### config.mk
export PLATFORM = sky130hd
export DESIGN_NAME = pcg_config_ctrl
export DESIGN_NICKNAME = d
export VERILOG_FILES = /design/src/pcg_otp_rom.v /design/src/pcg_gpio_map.v /design/src/pcg_config_ctrl.v
export VERILOG_INCLUDE_DIRS = /design/src
export SDC_FILE = /design/constraint.sdc
export NUM_CORES = 2
export LEC_CHECK = 0
export BUFFER_PORTS_ARGS = -buffer_cell sky130_fd_sc_hd__buf_4
export CAP_MARGIN = 5
export CORE_MARGIN = 3
export CORE_UTILIZATION = 45
export DETAILED_ROUTE_END_ITERATION = 7
export SYNTH_ARGS = -nofsm -noshare
export SYNTH_HDL_FRONTEND = slang
export SYNTH_SLANG_ARGS = --single-unit
### constraint.sdc
create_clock -name clock -period 193.8 [get_ports clock]
set_clock_uncertainty 0.1 [all_clocks]
set_input_delay 9.69 -clock clock [delete_from_list [all_inputs] [get_ports clock]]
set_output_delay 9.69 -clock clock [all_outputs]
set_load 0.02 [all_outputs]
### src/pcg_defines.vh
// constants for the power-up configuration and gpio control block
`ifndef PCG_DEFINES_VH
`define PCG_DEFINES_VH
`define PCG_CLK_HZ          10000000
`define PCG_STRAP_MS        50
`define PCG_STRAP_CYCLES    ((`PCG_CLK_HZ / 1000) * `PCG_STRAP_MS)
`define PCG_NUM_REGS        253
`define PCG_ADDR_W          8
// register offsets
`define PCG_ADDR_STOP01     8'h10
`define PCG_ADDR_STOP23     8'h11
`define PCG_ADDR_DIFF_EN    8'h12
`define PCG_ADDR_CMOS_EN    8'h13
`define PCG_ADDR_GPIO_CFG0  8'h20
`define PCG_ADDR_STATUS     8'hf0
`define PCG_ADDR_GPIO_IN    8'hf1
// reset values
`define PCG_RST_ZERO        8'h00
// gpio function codes
`define PCG_FN_NONE         7'h00
`define PCG_FN_STOP0_BASE   7'h44
`define PCG_FN_STOP1_BASE   7'h4c
`define PCG_FN_STOP23_BASE  7'h50
`define PCG_FN_DIFF_BASE    7'h60
`define PCG_FN_CMOS_BASE    7'h70
`define PCG_FN_IRQ          7'h7e
// strap field code and gpio count
`define PCG_MCLK_24M576     2'h3
`define PCG_NUM_GPIO        6
`endif

### src/pcg_otp_rom.v
// otp configuration image with load sequencer
`timescale 1ns/1ps
`default_nettype none
`include "pcg_defines.vh"
module pcg_otp_rom #(
  parameter NUM_REGS = `PCG_NUM_REGS
) (
  input  wire       clock,
  input  wire       rstSync_n,
  input  wire       otpValid,
  output reg        loadWe,
  output reg  [7:0] loadAddr,
  output reg  [7:0] loadData,
  output reg        loadDone
);
  reg [7:0] readPtr;
  // arbitrary custom image; a programmed part would hold fuse contents here
  function [7:0] imageByte;
    input [7:0] a;
    begin
      imageByte = (a == `PCG_ADDR_DIFF_EN) ? 8'h00 : `PCG_RST_ZERO;
    end
  endfunction
  // address and data registered together so each byte lands at its own offset
  always @(posedge clock or negedge rstSync_n) begin
    if (!rstSync_n) begin
      loadWe   <= 1'b0;
      loadAddr <= 8'h00;
      loadData <= 8'h00;
      loadDone <= 1'b0;
      readPtr  <= 8'h00;
    end else if (!loadDone) begin
      if (!otpValid || readPtr == NUM_REGS - 1) begin
        loadDone <= 1'b1;
      end
      loadWe   <= otpValid;
      loadAddr <= readPtr;
      loadData <= imageByte(readPtr);
      readPtr  <= readPtr + 8'h01;
    end else begin
      loadWe <= 1'b0;
    end
  end
endmodule // pcg_otp_rom
`default_nettype wire

### src/pcg_gpio_map.v
// decodes one gpio function code into its stop/enable/irq contribution
`timescale 1ns/1ps
`default_nettype none
`include "pcg_defines.vh"
module pcg_gpio_map (
  input  wire        pinLevel,
  input  wire [6:0]  fnCode,
  output reg  [7:0]  stop01,
  output reg  [15:0] stop23,
  output reg  [7:0]  diffEn,
  output reg  [3:0]  cmosEn,
  output reg         irqSel
);
  reg [6:0] off;
  always @* begin
    off    = 7'h00;
    stop01 = 8'h00;
    stop23 = 16'h0000;
    diffEn = 8'h00;
    cmosEn = 4'h0;
    irqSel = 1'b0;
    if (fnCode >= `PCG_FN_STOP0_BASE && fnCode <= 7'h47) begin // RULE12
      off = fnCode - `PCG_FN_STOP0_BASE;
      stop01[off[1:0]] = pinLevel;
    end else if (fnCode >= `PCG_FN_STOP1_BASE && fnCode <= 7'h4f) begin // RULE12
      off = fnCode - `PCG_FN_STOP1_BASE;
      stop01[{1'b1, off[1:0]}] = pinLevel;
    end else if (fnCode >= `PCG_FN_STOP23_BASE && fnCode <= 7'h5f) begin // RULE13
      off = fnCode - `PCG_FN_STOP23_BASE;
      stop23[off[3:0]] = pinLevel;
    end else if (fnCode >= `PCG_FN_DIFF_BASE && fnCode <= 7'h6e && !fnCode[0]) begin // RULE14
      off = fnCode - `PCG_FN_DIFF_BASE;
      diffEn[off[3:1]] = pinLevel;
    end else if (fnCode >= `PCG_FN_CMOS_BASE && fnCode <= 7'h76 && !fnCode[0]) begin // RULE15
      off = fnCode - `PCG_FN_CMOS_BASE;
      cmosEn[off[2:1]] = pinLevel;
    end else if (fnCode == `PCG_FN_IRQ) begin // RULE16
      irqSel = 1'b1;
    end
    // code 0x00 and unlisted codes leave the pin an unassigned input
  end // RULE11 RULE23
endmodule // pcg_gpio_map
`default_nettype wire

### src/pcg_config_ctrl.v
// power-up reset, strap capture, configuration store and gpio control mapping
// Operation
// (RULE1) board holds reset low 2 ms minimum
// (RULE2) defaults apply after reset unless otp
// (RULE3) board holds straps 50 ms after release
// (RULE4) straps become plain gpio after window
// (RULE5) all outputs disabled after reset
// (RULE6) gpio2 high enables differential output 0
// (RULE7) store holds 253 byte registers
// (RULE8) custom part loads store from otp; the loader starts at reset and its bytes reach store only while in ST_LOAD
// (RULE9) host writes lost on reset
// (RULE10) bits 6:0 select gpio function
// (RULE11) code 0x00 leaves pin plain input
// (RULE12) synth 0/1 stop codes ORed in
// (RULE13) synth 2/3 stop codes ORed in
// (RULE14) even 0x60-0x6e enable differential outputs
// (RULE15) even 0x70-0x76 enable cmos outputs
// (RULE16) gpio may carry host interrupt output
// (RULE17) synthesizer frequency ranges in 1 kHz steps
// (RULE18) post divider enable, ratios, skew
// (RULE19) driver enable, mode, slew settable
// (RULE20) strap code 3 selects 24.576 MHz
// (RULE21) gpio3 strap selects spi or i2c
// (RULE22) straps captured once at window end
// (RULE23) unlisted codes act like default
//
// Design decisions made here: the placing of the registers and the strobed register port.
`timescale 1ns/1ps
`default_nettype none
`include "pcg_defines.vh"
module pcg_config_ctrl #(
  parameter STRAP_CYCLES = `PCG_STRAP_CYCLES,
  parameter NUM_GPIO     = `PCG_NUM_GPIO,
  parameter NUM_REGS     = `PCG_NUM_REGS
) (
  input  wire                clock,
  input  wire                rst_n,
  input  wire [NUM_GPIO-1:0] gpioIn,
  input  wire                otpValid,
  input  wire                statusEvent,
  input  wire [7:0]          regAddr,
  input  wire [7:0]          regWdata,
  input  wire                regWr,
  input  wire                regRd,
  output reg  [7:0]          regRdata,
  output reg                 configReady,
  output reg                 strapDone,
  output reg  [1:0]          mclkSel,
  output reg                 mclkValid,
  output reg                 hostIsI2c,
  output reg  [1:0]          strapAux,
  output reg  [7:0]          stop01Out,
  output reg  [15:0]         stop23Out,
  output reg  [7:0]          diffEnOut,
  output reg  [3:0]          cmosEnOut,
  output reg  [NUM_GPIO-1:0] gpioOut,
  output reg  [NUM_GPIO-1:0] gpioOe
);
  localparam ST_STRAP = 3'b001;
  localparam ST_LOAD  = 3'b010;
  localparam ST_RUN   = 3'b100;

  reg  [1:0]          rstPipe_reg;
  wire                rstSync_n;
  reg  [NUM_GPIO-1:0] gpioMeta_reg;
  reg  [NUM_GPIO-1:0] gpioSync_reg;
  reg  [2:0]          state_reg;
  reg  [2:0]          state_next;
  reg  [31:0]         strapCnt_reg;
  reg  [7:0]          store [0:255];
  reg                 irqPend_reg;
  wire                loadWe;
  wire [7:0]          loadAddr;
  wire [7:0]          loadData;
  wire                loadDone;
  wire [7:0]          mapStop01 [0:NUM_GPIO-1];
  wire [15:0]         mapStop23 [0:NUM_GPIO-1];
  wire [7:0]          mapDiff   [0:NUM_GPIO-1];
  wire [3:0]          mapCmos   [0:NUM_GPIO-1];
  wire [NUM_GPIO-1:0] mapIrq;
  reg  [7:0]          pinStop01;
  reg  [15:0]         pinStop23;
  reg  [7:0]          pinDiff;
  reg  [3:0]          pinCmos;
  integer k;

  function automatic isStoreAddr;
    input [7:0] a;
    begin
      isStoreAddr = (a < NUM_REGS);
    end
  endfunction

  // reset released through two flops
  always @(posedge clock or negedge rst_n) begin
    if (!rst_n) begin
      rstPipe_reg <= 2'b00;
    end else begin
      rstPipe_reg <= {rstPipe_reg[0], 1'b1};
    end
  end
  assign rstSync_n = rstPipe_reg[1];

  // pins are asynchronous, two flops before use
  always @(posedge clock or negedge rstSync_n) begin
    if (!rstSync_n) begin
      gpioMeta_reg <= {NUM_GPIO{1'b0}};
      gpioSync_reg <= {NUM_GPIO{1'b0}};
    end else begin
      gpioMeta_reg <= gpioIn;
      gpioSync_reg <= gpioMeta_reg;
    end
  end

  pcg_otp_rom #(
    .NUM_REGS  (NUM_REGS)
  ) otpLoader (
    .clock     (clock),
    .rstSync_n (rstSync_n),
    .otpValid  (otpValid),
    .loadWe    (loadWe),
    .loadAddr  (loadAddr),
    .loadData  (loadData),
    .loadDone  (loadDone)
  );

  always @* begin
    case (state_reg)
      ST_STRAP: state_next = (strapCnt_reg >= STRAP_CYCLES - 1) ? ST_LOAD : ST_STRAP; // RULE4
      ST_LOAD:  state_next = loadDone ? ST_RUN : ST_LOAD;
      ST_RUN:   state_next = ST_RUN;
      default:  state_next = ST_STRAP;
    endcase
  end

  always @(posedge clock or negedge rstSync_n) begin
    if (!rstSync_n) begin
      state_reg    <= ST_STRAP;
      strapCnt_reg <= 32'h00000000;
      strapDone    <= 1'b0;
      mclkSel      <= 2'h0;
      mclkValid    <= 1'b0;
      hostIsI2c    <= 1'b0;
      strapAux     <= 2'h0;
      configReady  <= 1'b0;
    end else begin
      state_reg <= state_next;
      if (state_reg == ST_STRAP) begin
        strapCnt_reg <= strapCnt_reg + 32'h00000001;
      end
      if (state_reg == ST_STRAP && state_next == ST_LOAD) begin // RULE22
        strapDone <= 1'b1;
        mclkSel   <= gpioSync_reg[1:0];
        mclkValid <= (gpioSync_reg[1:0] == `PCG_MCLK_24M576); // RULE20
        hostIsI2c <= gpioSync_reg[3]; // RULE21
        strapAux  <= gpioSync_reg[5:4];
      end
      configReady <= (state_reg == ST_RUN);
    end
  end

  // store: cleared at reset, otp overlays, then host writes
  always @(posedge clock or negedge rstSync_n) begin
    if (!rstSync_n) begin
      for (k = 0; k < 256; k = k + 1) begin
        store[k] <= `PCG_RST_ZERO; // RULE2 RULE5 RULE9
      end
    end else if (loadWe && state_reg == ST_LOAD) begin
      store[loadAddr] <= loadData; // RULE8
    end else if (regWr && state_reg == ST_RUN && isStoreAddr(regAddr)) begin
      store[regAddr] <= regWdata; // RULE7 RULE17 RULE18 RULE19
    end
  end

  genvar g;
  generate
    for (g = 0; g < NUM_GPIO; g = g + 1) begin : gpioFn
      pcg_gpio_map mapper (
        .pinLevel (gpioSync_reg[g] & strapDone), // RULE4
        .fnCode   (store[`PCG_ADDR_GPIO_CFG0 + g][6:0]), // RULE10
        .stop01   (mapStop01[g]),
        .stop23   (mapStop23[g]),
        .diffEn   (mapDiff[g]),
        .cmosEn   (mapCmos[g]),
        .irqSel   (mapIrq[g])
      );
    end
  endgenerate

  always @* begin
    pinStop01 = 8'h00;
    pinStop23 = 16'h0000;
    pinDiff   = 8'h00;
    pinCmos   = 4'h0;
    for (k = 0; k < NUM_GPIO; k = k + 1) begin
      pinStop01 = pinStop01 | mapStop01[k];
      pinStop23 = pinStop23 | mapStop23[k];
      pinDiff   = pinDiff | mapDiff[k];
      pinCmos   = pinCmos | mapCmos[k];
    end
    // gpio2 bring-up path, works with no software
    pinDiff[0] = pinDiff[0] | (gpioSync_reg[2] & strapDone); // RULE6
  end

  always @(posedge clock or negedge rstSync_n) begin
    if (!rstSync_n) begin
      stop01Out   <= 8'h00;
      stop23Out   <= 16'h0000;
      diffEnOut   <= 8'h00;
      cmosEnOut   <= 4'h0;
      irqPend_reg <= 1'b0;
      gpioOut     <= {NUM_GPIO{1'b0}};
      gpioOe      <= {NUM_GPIO{1'b0}};
      regRdata    <= 8'h00;
    end else begin
      stop01Out <= store[`PCG_ADDR_STOP01] | pinStop01; // RULE12
      stop23Out <= {store[`PCG_ADDR_STOP23], store[`PCG_ADDR_STOP23]} | pinStop23; // RULE13
      diffEnOut <= (state_reg == ST_RUN) ? (store[`PCG_ADDR_DIFF_EN] | pinDiff) : 8'h00; // RULE14
      cmosEnOut <= (state_reg == ST_RUN) ? (store[`PCG_ADDR_CMOS_EN][3:0] | pinCmos) : 4'h0; // RULE15
      // set beats clear: a status event in the read cycle stays pending
      if (statusEvent) begin
        irqPend_reg <= 1'b1;
      end else if (regRd && regAddr == `PCG_ADDR_STATUS) begin
        irqPend_reg <= 1'b0;
      end
      gpioOut <= {NUM_GPIO{irqPend_reg}} & mapIrq; // RULE16
      gpioOe  <= mapIrq & {NUM_GPIO{strapDone}};
      if (regRd) begin
        if (regAddr == `PCG_ADDR_STATUS) begin
          regRdata <= {3'h0, irqPend_reg, hostIsI2c, mclkValid, strapDone, configReady};
        end else if (regAddr == `PCG_ADDR_GPIO_IN) begin
          regRdata <= {{(8 - NUM_GPIO){1'b0}}, gpioSync_reg};
        end else if (isStoreAddr(regAddr)) begin
          regRdata <= store[regAddr];
        end else begin
          regRdata <= 8'h00;
        end
      end else begin
        regRdata <= 8'h00;
      end
    end
  end
endmodule // pcg_config_ctrl
`default_nettype wire

Word-level counts from Yosys, hierarchy flattened
Cells that the tools add are included.
{"block": "op_classes", "n_addsub": 32, "magnitude_cmp": 126, "eq_ne": 14, "n_mux": 204, "bitwise": 67, "n_reduce_logical": 89}
{"op": "$mux W2048", "n": 2}
{"op": "$and A2048 B2048 Y2048", "n": 1}
{"op": "$bwmux W2048", "n": 1}
{"op": "$not A2048 Y2048", "n": 1}
{"op": "$mux W8", "n": 45}
{"op": "$mux W16", "n": 18}
{"op": "$ge A7 B7 Y1 const B", "n": 30}
{"op": "$le A7 B7 Y1 const B", "n": 30}
{"op": "$demux W8 S8", "n": 2}
{"op": "$mux W4", "n": 31}
{"op": "$and A16 B16 Y16", "n": 6}
{"op": "$and A8 B8 Y8", "n": 12}
{"op": "$or A16 B16 Y16", "n": 6}
{"op": "$or A8 B8 Y8", "n": 12}
{"op": "$logic_and A1 B1 Y1", "n": 79}
{"op": "$mux W1", "n": 71}
{"op": "$bmux W8 S8", "n": 1}
{"op": "$and A8 B4 Y8", "n": 6}
{"op": "$lt A3 B4 Y1 const B", "n": 12}
{"op": "$sub A4 B1 Y4 const B", "n": 12}
{"op": "$eq A7 B7 Y1 const B", "n": 6}
{"op": "$demux W1 S2", "n": 18}
{"op": "$ge A3 B1 Y1 const B", "n": 12}
{"op": "$add A32 B1 Y32 const B", "n": 1}
{"op": "31 further kinds", "n": 117}
{"block": "word_totals", "ff_bits": 2180, "input_bits": 28, "out_inout_bits": 64}

Logic depth before layout (Yosys ltp)
{"block": "logic_depth", "ltp_word": 18, "depth_mapped": 14, "mapped_depth_nobuf": 8}

Cells and area by module
Synthesis repeated with hierarchy kept, for this count alone.
{"block": "hier_totals", "cells_unflattened": 12098, "hier_area_um2": 118464.9}
{"mod": "pcg_config_ctrl", "n_inst": 1, "cells_per_inst": 11616, "area_per_inst_um2": 115136.7}
{"mod": "pcg_gpio_map at gpioFn[1].mapper ...", "n_inst": 4, "cells_per_inst": 72, "area_per_inst_um2": 441.7}
{"mod": "pcg_otp_rom", "n_inst": 1, "cells_per_inst": 62, "area_per_inst_um2": 798.3}
{"mod": "pcg_gpio_map at gpioFn[0].mapper", "n_inst": 1, "cells_per_inst": 71, "area_per_inst_um2": 430.4}
{"mod": "pcg_gpio_map at gpioFn[5].mapper", "n_inst": 1, "cells_per_inst": 61, "area_per_inst_um2": 332.8}

Least setup slack after synthesis
No wires, ideal clock.
{"block": "synth_timing", "kind": "input-to-reg", "from": "input regAddr[0]", "to": "register regRdata[2]", "setup_time_ns": 0.130, "arrival_time_ns": 11.797, "required_ns": 193.570, "slack_ns": 181.774, "path_stages": 10, "cell_sequence": "buf_6 > buf_6 > buf_4 > buf_4 > buf_4 > mux4_2 > a221oi_1 > o22ai_1 > o21ai_0 > a31oi_1"}
{"block": "synth_via", "elab_chain_len": 8, "elab_cells_between_ends": 11, "classes_between": "order compare (1); eq/ne (2); mux (7); bitwise (1)"}
{"item": "start: declaration", "line_no": "pcg_config_ctrl.v:41", "rtl": "input wire [7:0] regAddr,"}
{"item": "$not A8 Y9 (not written as such)", "line_no": "pcg_config_ctrl.v:234", "rtl": "regRdata <= store[regAddr];"}
{"item": "$bmux W8 S8", "line_no": "pcg_config_ctrl.v:234"}
{"item": "$mux W8 (not written as such) (2 in series)", "line_no": "pcg_config_ctrl.v:234"}
{"item": "$mux W8", "line_no": "pcg_config_ctrl.v:233", "rtl": "end else if (isStoreAddr(regAddr)) begin"}
{"item": "$mux W8", "line_no": "pcg_config_ctrl.v:231", "rtl": "end else if (regAddr == `PCG_ADDR_GPIO_IN) begin"}
{"item": "$mux W8 *", "line_no": "pcg_config_ctrl.v:229", "rtl": "if (regAddr == `PCG_ADDR_STATUS) begin"}
{"item": "$mux W8 *", "line_no": "pcg_config_ctrl.v:228", "rtl": "if (regRd) begin"}
{"item": "end signal: assignment", "line_no": "pcg_config_ctrl.v:230", "rtl": "regRdata <= {3'h0, irqPend_reg, hostIsI2c, mclkValid, strapDone, configReady};"}
{"item": "end signal: assignment", "line_no": "pcg_config_ctrl.v:232", "rtl": "regRdata <= {{(8 - NUM_GPIO){1'b0}}, gpioSync_reg};"}
{"item": "end signal: assignment", "line_no": "pcg_config_ctrl.v:234"}
{"item": "end: declaration", "line_no": "pcg_config_ctrl.v:45", "rtl": "output reg [7:0] regRdata,"}
Mark *: on every way between the ends. The rest lies on a longest branch, timed or not. The select of a mux whose other input is x is not followed.
A chain may end at the register's enable or synchronous reset.

Final worst setup path
{"block": "layout_timing", "from": "input regAddr[0]", "to": "register regRdata[1]"}
Same word-level chain as after synthesis.

==> results summary <==
Hold is met by 215 ps. The number of buffers added by the clock tree synthesis step came out at 226. The sum of overflow across all layers after global routing is 0.

The number of pins exceeding their max-slew limit in the final report came out at 0. For this design the static power due to leakage is about 49 nW. For this run, the leading register cell type out of synthesis is dfrtp_1. From left edge to right edge, the die measures 482 um.

The clock latency on the worst-skew pair is 900 ps. In the detailed route, the total length drawn on met3 is 43400 um. The worst path required time came out at about 190000 ps. The transition at the pin with the smallest max-transition slack is 1340 ps. Counting instances, the worst hold path has a depth of 0. In the final layout, the share of cells above drive strength 1 is 0.141. The count of flip-flops with a built-in enable after synthesis came out at 0. The flow ran to the end, and the final reports show no timing, DRC or antenna violations.

The number of cells after detailed placement is around 12000. The final standard cell count with taps included and fillers excluded is 12600. The net count of the mapped netlist is 9568. The post-synthesis cell count came out at 9537.

The met2 routed wirelength is approximately 170000 um. The global-route wire length before repair is 561000 um. The number of gates resized after cts is 0. The initial standard-cell utilization of the core is 0.453. The sequential share of the synthesized area came out at 0.534. After the last flow step, the layout net total stands at 9381. The class of the most critical setup path is input port to flip-flop. The via count normalized by instance count came out at 6.49. The data arrival time of the critical path came out at 15220 ps. The floorplan step set the die height to 482 um. The number of antenna-violating nets in the routed design came out at 0. The final setup violation count came out at 0. The count of input and output buffers came out at 91. The half-perimeter wire length after placement came out at 243000 um. The pin count of the biggest net entering global routing is 185. The relative area change from synthesis to final layout is 10.7%.

Pin placement for this block handled 92 I/O pins. The global router's overall resource usage came out at 0.327. The length of the first detailed-routing pass in iterations is 8. The die footprint came out at 233000 um^2. The register with the most flip-flops in the layout has 2048 of them. The number of hold buffers added after CTS came out at 0. The setup slack on the worst flop-to-flop path is between 150000 and 200000 ps. In this run the tightest slew margin relative to its limit is 0.109. Leaving out fill and tap cells, the most frequent cell in the layout is nand2_1. In the synthesized netlist the async set-or-reset flop fraction comes to 1.00. The count of unique library cells instantiated by Yosys is 88. The largest fanout on the critical path is 43. TritonCTS built the clock tree.

In this run the top signal layer used is met5. The power per unit of standard cell area came out at 8.68 nW/um^2. The hold violation total from the final report came out at 0. The routed wire length is 383000 um. The depth of the worst register-to-register path is 5. The initial antenna violation count is 25. The number of standard-cell rows in the floorplan is between 150 and 200.

The wire length per cell after detailed routing is 30.5 um. The maximum root-to-sink buffer count came out at 3. The worst setup path is captured at a flip-flop.

In the final routing, the length of wire on met1 measures 150000 um. Setup repair after global routing left no endpoint under its margin. The DRC violations left is 0. The worst vdd rail ir drop came out at around 0.0092 mV. The number of global-route vias before repair is 79300. STA classifies the critical path startpoint as an input port. The clock-pin slew on the worst setup and hold paths is approximately 70 ps. The tool flagged a number of max-cap violations equal to 0. The count of buffers added by post-CTS timing repair for setup came out at 0. The total negative slack is 0 ps. The total clock sinks came out at approximately 2200. CTS placed an instance of clkbuf_16 at the clock tree root. The period utilization came out at 0.0751. The total via count after detailed routing is 81400. For this run, the top clock speed supported by timing is between 60 and 70 MHz. The clock tree synthesis step divided the H-tree into 4 levels. Leaving out fill and tap cells, the most frequent cells in the layout are nand2_1, dfrtp_1, o21ai_0. The synthesized design contains 2180 register bits.

The placeable core region is 225000 um^2. The summed instance area of the synthesized netlist came out at roughly 100000 um^2. The worst hold path belongs to the class flip-flop to flip-flop.

The per-instance average area after synthesis came out at between 10 and 15 um^2. The Yosys step of the flow raised 0 warnings. The final critical delay including setup and external delays is 14560 ps. The final weighted congestion of routability-driven global placement came out at 0.973. The number of violations reported at the end of detailed-routing iteration 0 is 11100.
==> cell type report <==
class / instances / area, um^2
diodes: 23 / 57.6
clock buffers: 334 / 6830
clock inverters: 79 / 1200
fillers: 19900 / 112000
inverters: 15 / 63.8
multi-input cells: 6684 / 44600
flip-flops and latches: 2180 / 54600
well taps: 2992 / 3740
repair buffers: 243 / 2010
==> kinds of logic after synthesis <==
logic type                 synth area share
AOI/OAI and AO/OA                     0.160
xor gates and xnor gates            0.00326
adders and majority gates          0.000368
buffers and inverters                0.0316
DFF                                   0.534
muxes                                 0.129
other                             0.0000367
and+or+nand+nor                       0.141
==> power by group <==
| group | switching, mW | leakage [nW] | internal [mW] |
|---|---|---|---|
| registers | 0.00123 | 24.4 | 0.455 |
| logic | 0.0416 | 20.2 | 0.0126 |
| clock network | 0.194 | 3.95 | 0.276 |
| total | 0.236 | 48.5 | 0.744 |
==> final timing paths <==
kind | end | startpoint
setup / recovery | regRdata[1]$_DFF_PN0_ | regAddr[0]
setup reg to reg | strapCnt_reg[25]$_DFFE_PN0P_ | rstPipe_reg[1]$_DFF_PN0_
max in group asynchronous | rstPipe_reg[1]$_DFF_PN0_ | rst_n
hold reg to reg | gpioSync_reg[0]$_DFF_PN0_ | gpioMeta_reg[0]$_DFF_PN0_
hold / removal | gpioSync_reg[0]$_DFF_PN0_ | gpioMeta_reg[0]$_DFF_PN0_
min in group asynchronous | store[1964]$_DFFE_PN0P_ | rstPipe_reg[1]$_DFF_PN0_
==> cell usage after synthesis (all sizes together), types with 10 or more instances <==
library cell,instances,area (um^2)
o22ai,63,394
nand2,2679,10100
or3,18,113
a21oi,153,788
dfrtp,2179,54500
or2,11,68.8
o211ai,10,75.1
o221ai,10,87.6
and3,22,138
a22o,870,7620
nor2,390,1700
mux2,20,225
o21ai,1194,5980
a31oi,28,175
clkbuf,319,1200
a211oi,14,105
mux2i,116,1160
a32oi,14,123
xnor2,26,228
buf,339,1980
and2,26,163
nand2b,41,257
nor3,85,470
a22oi,49,368
nor3b,10,90.1
a221oi,22,193
nand4,22,138
inv,15,56.3
nor4,19,125
mux4,522,11800
nor2b,41,257
xor2,12,105
nand3,104,551
==> metal layers <==
metal,global-route usage,vias to the layer above
met3,0.0943,994
met4,0.178,24
met5,0,-
li1,-,33900
met2,0.474,4946
met1,0.444,41600
==> stage by stage <==
stage | cell area [um^2] | utilization | setup WS [ps] | power, mW
after floorplan | 102000 | - | 128430 | 0.498
after global placement | 105000 | 0.466 | 178320 | 0.518
after detailed placement | 105000 | 0.466 | 178270 | 0.518
after CTS | 113000 | 0.501 | 179230 | 0.984
after global routing | 113000 | 0.501 | 178960 | 1.01
final | 113000 | 0.502 | 179240 | 0.981
==> worst max-delay path, stage by stage <==
cell,delay [ps]
buf_8,380
buf_4,610
buf_4,740
buf_4,730
buf_4,700
mux4_2,600
mux2i_1,280
o22ai_1,220
a211oi_1,690
o22a_1,270
a311oi_1,90
No activity file was read; power rests on OpenSTA's default activity.
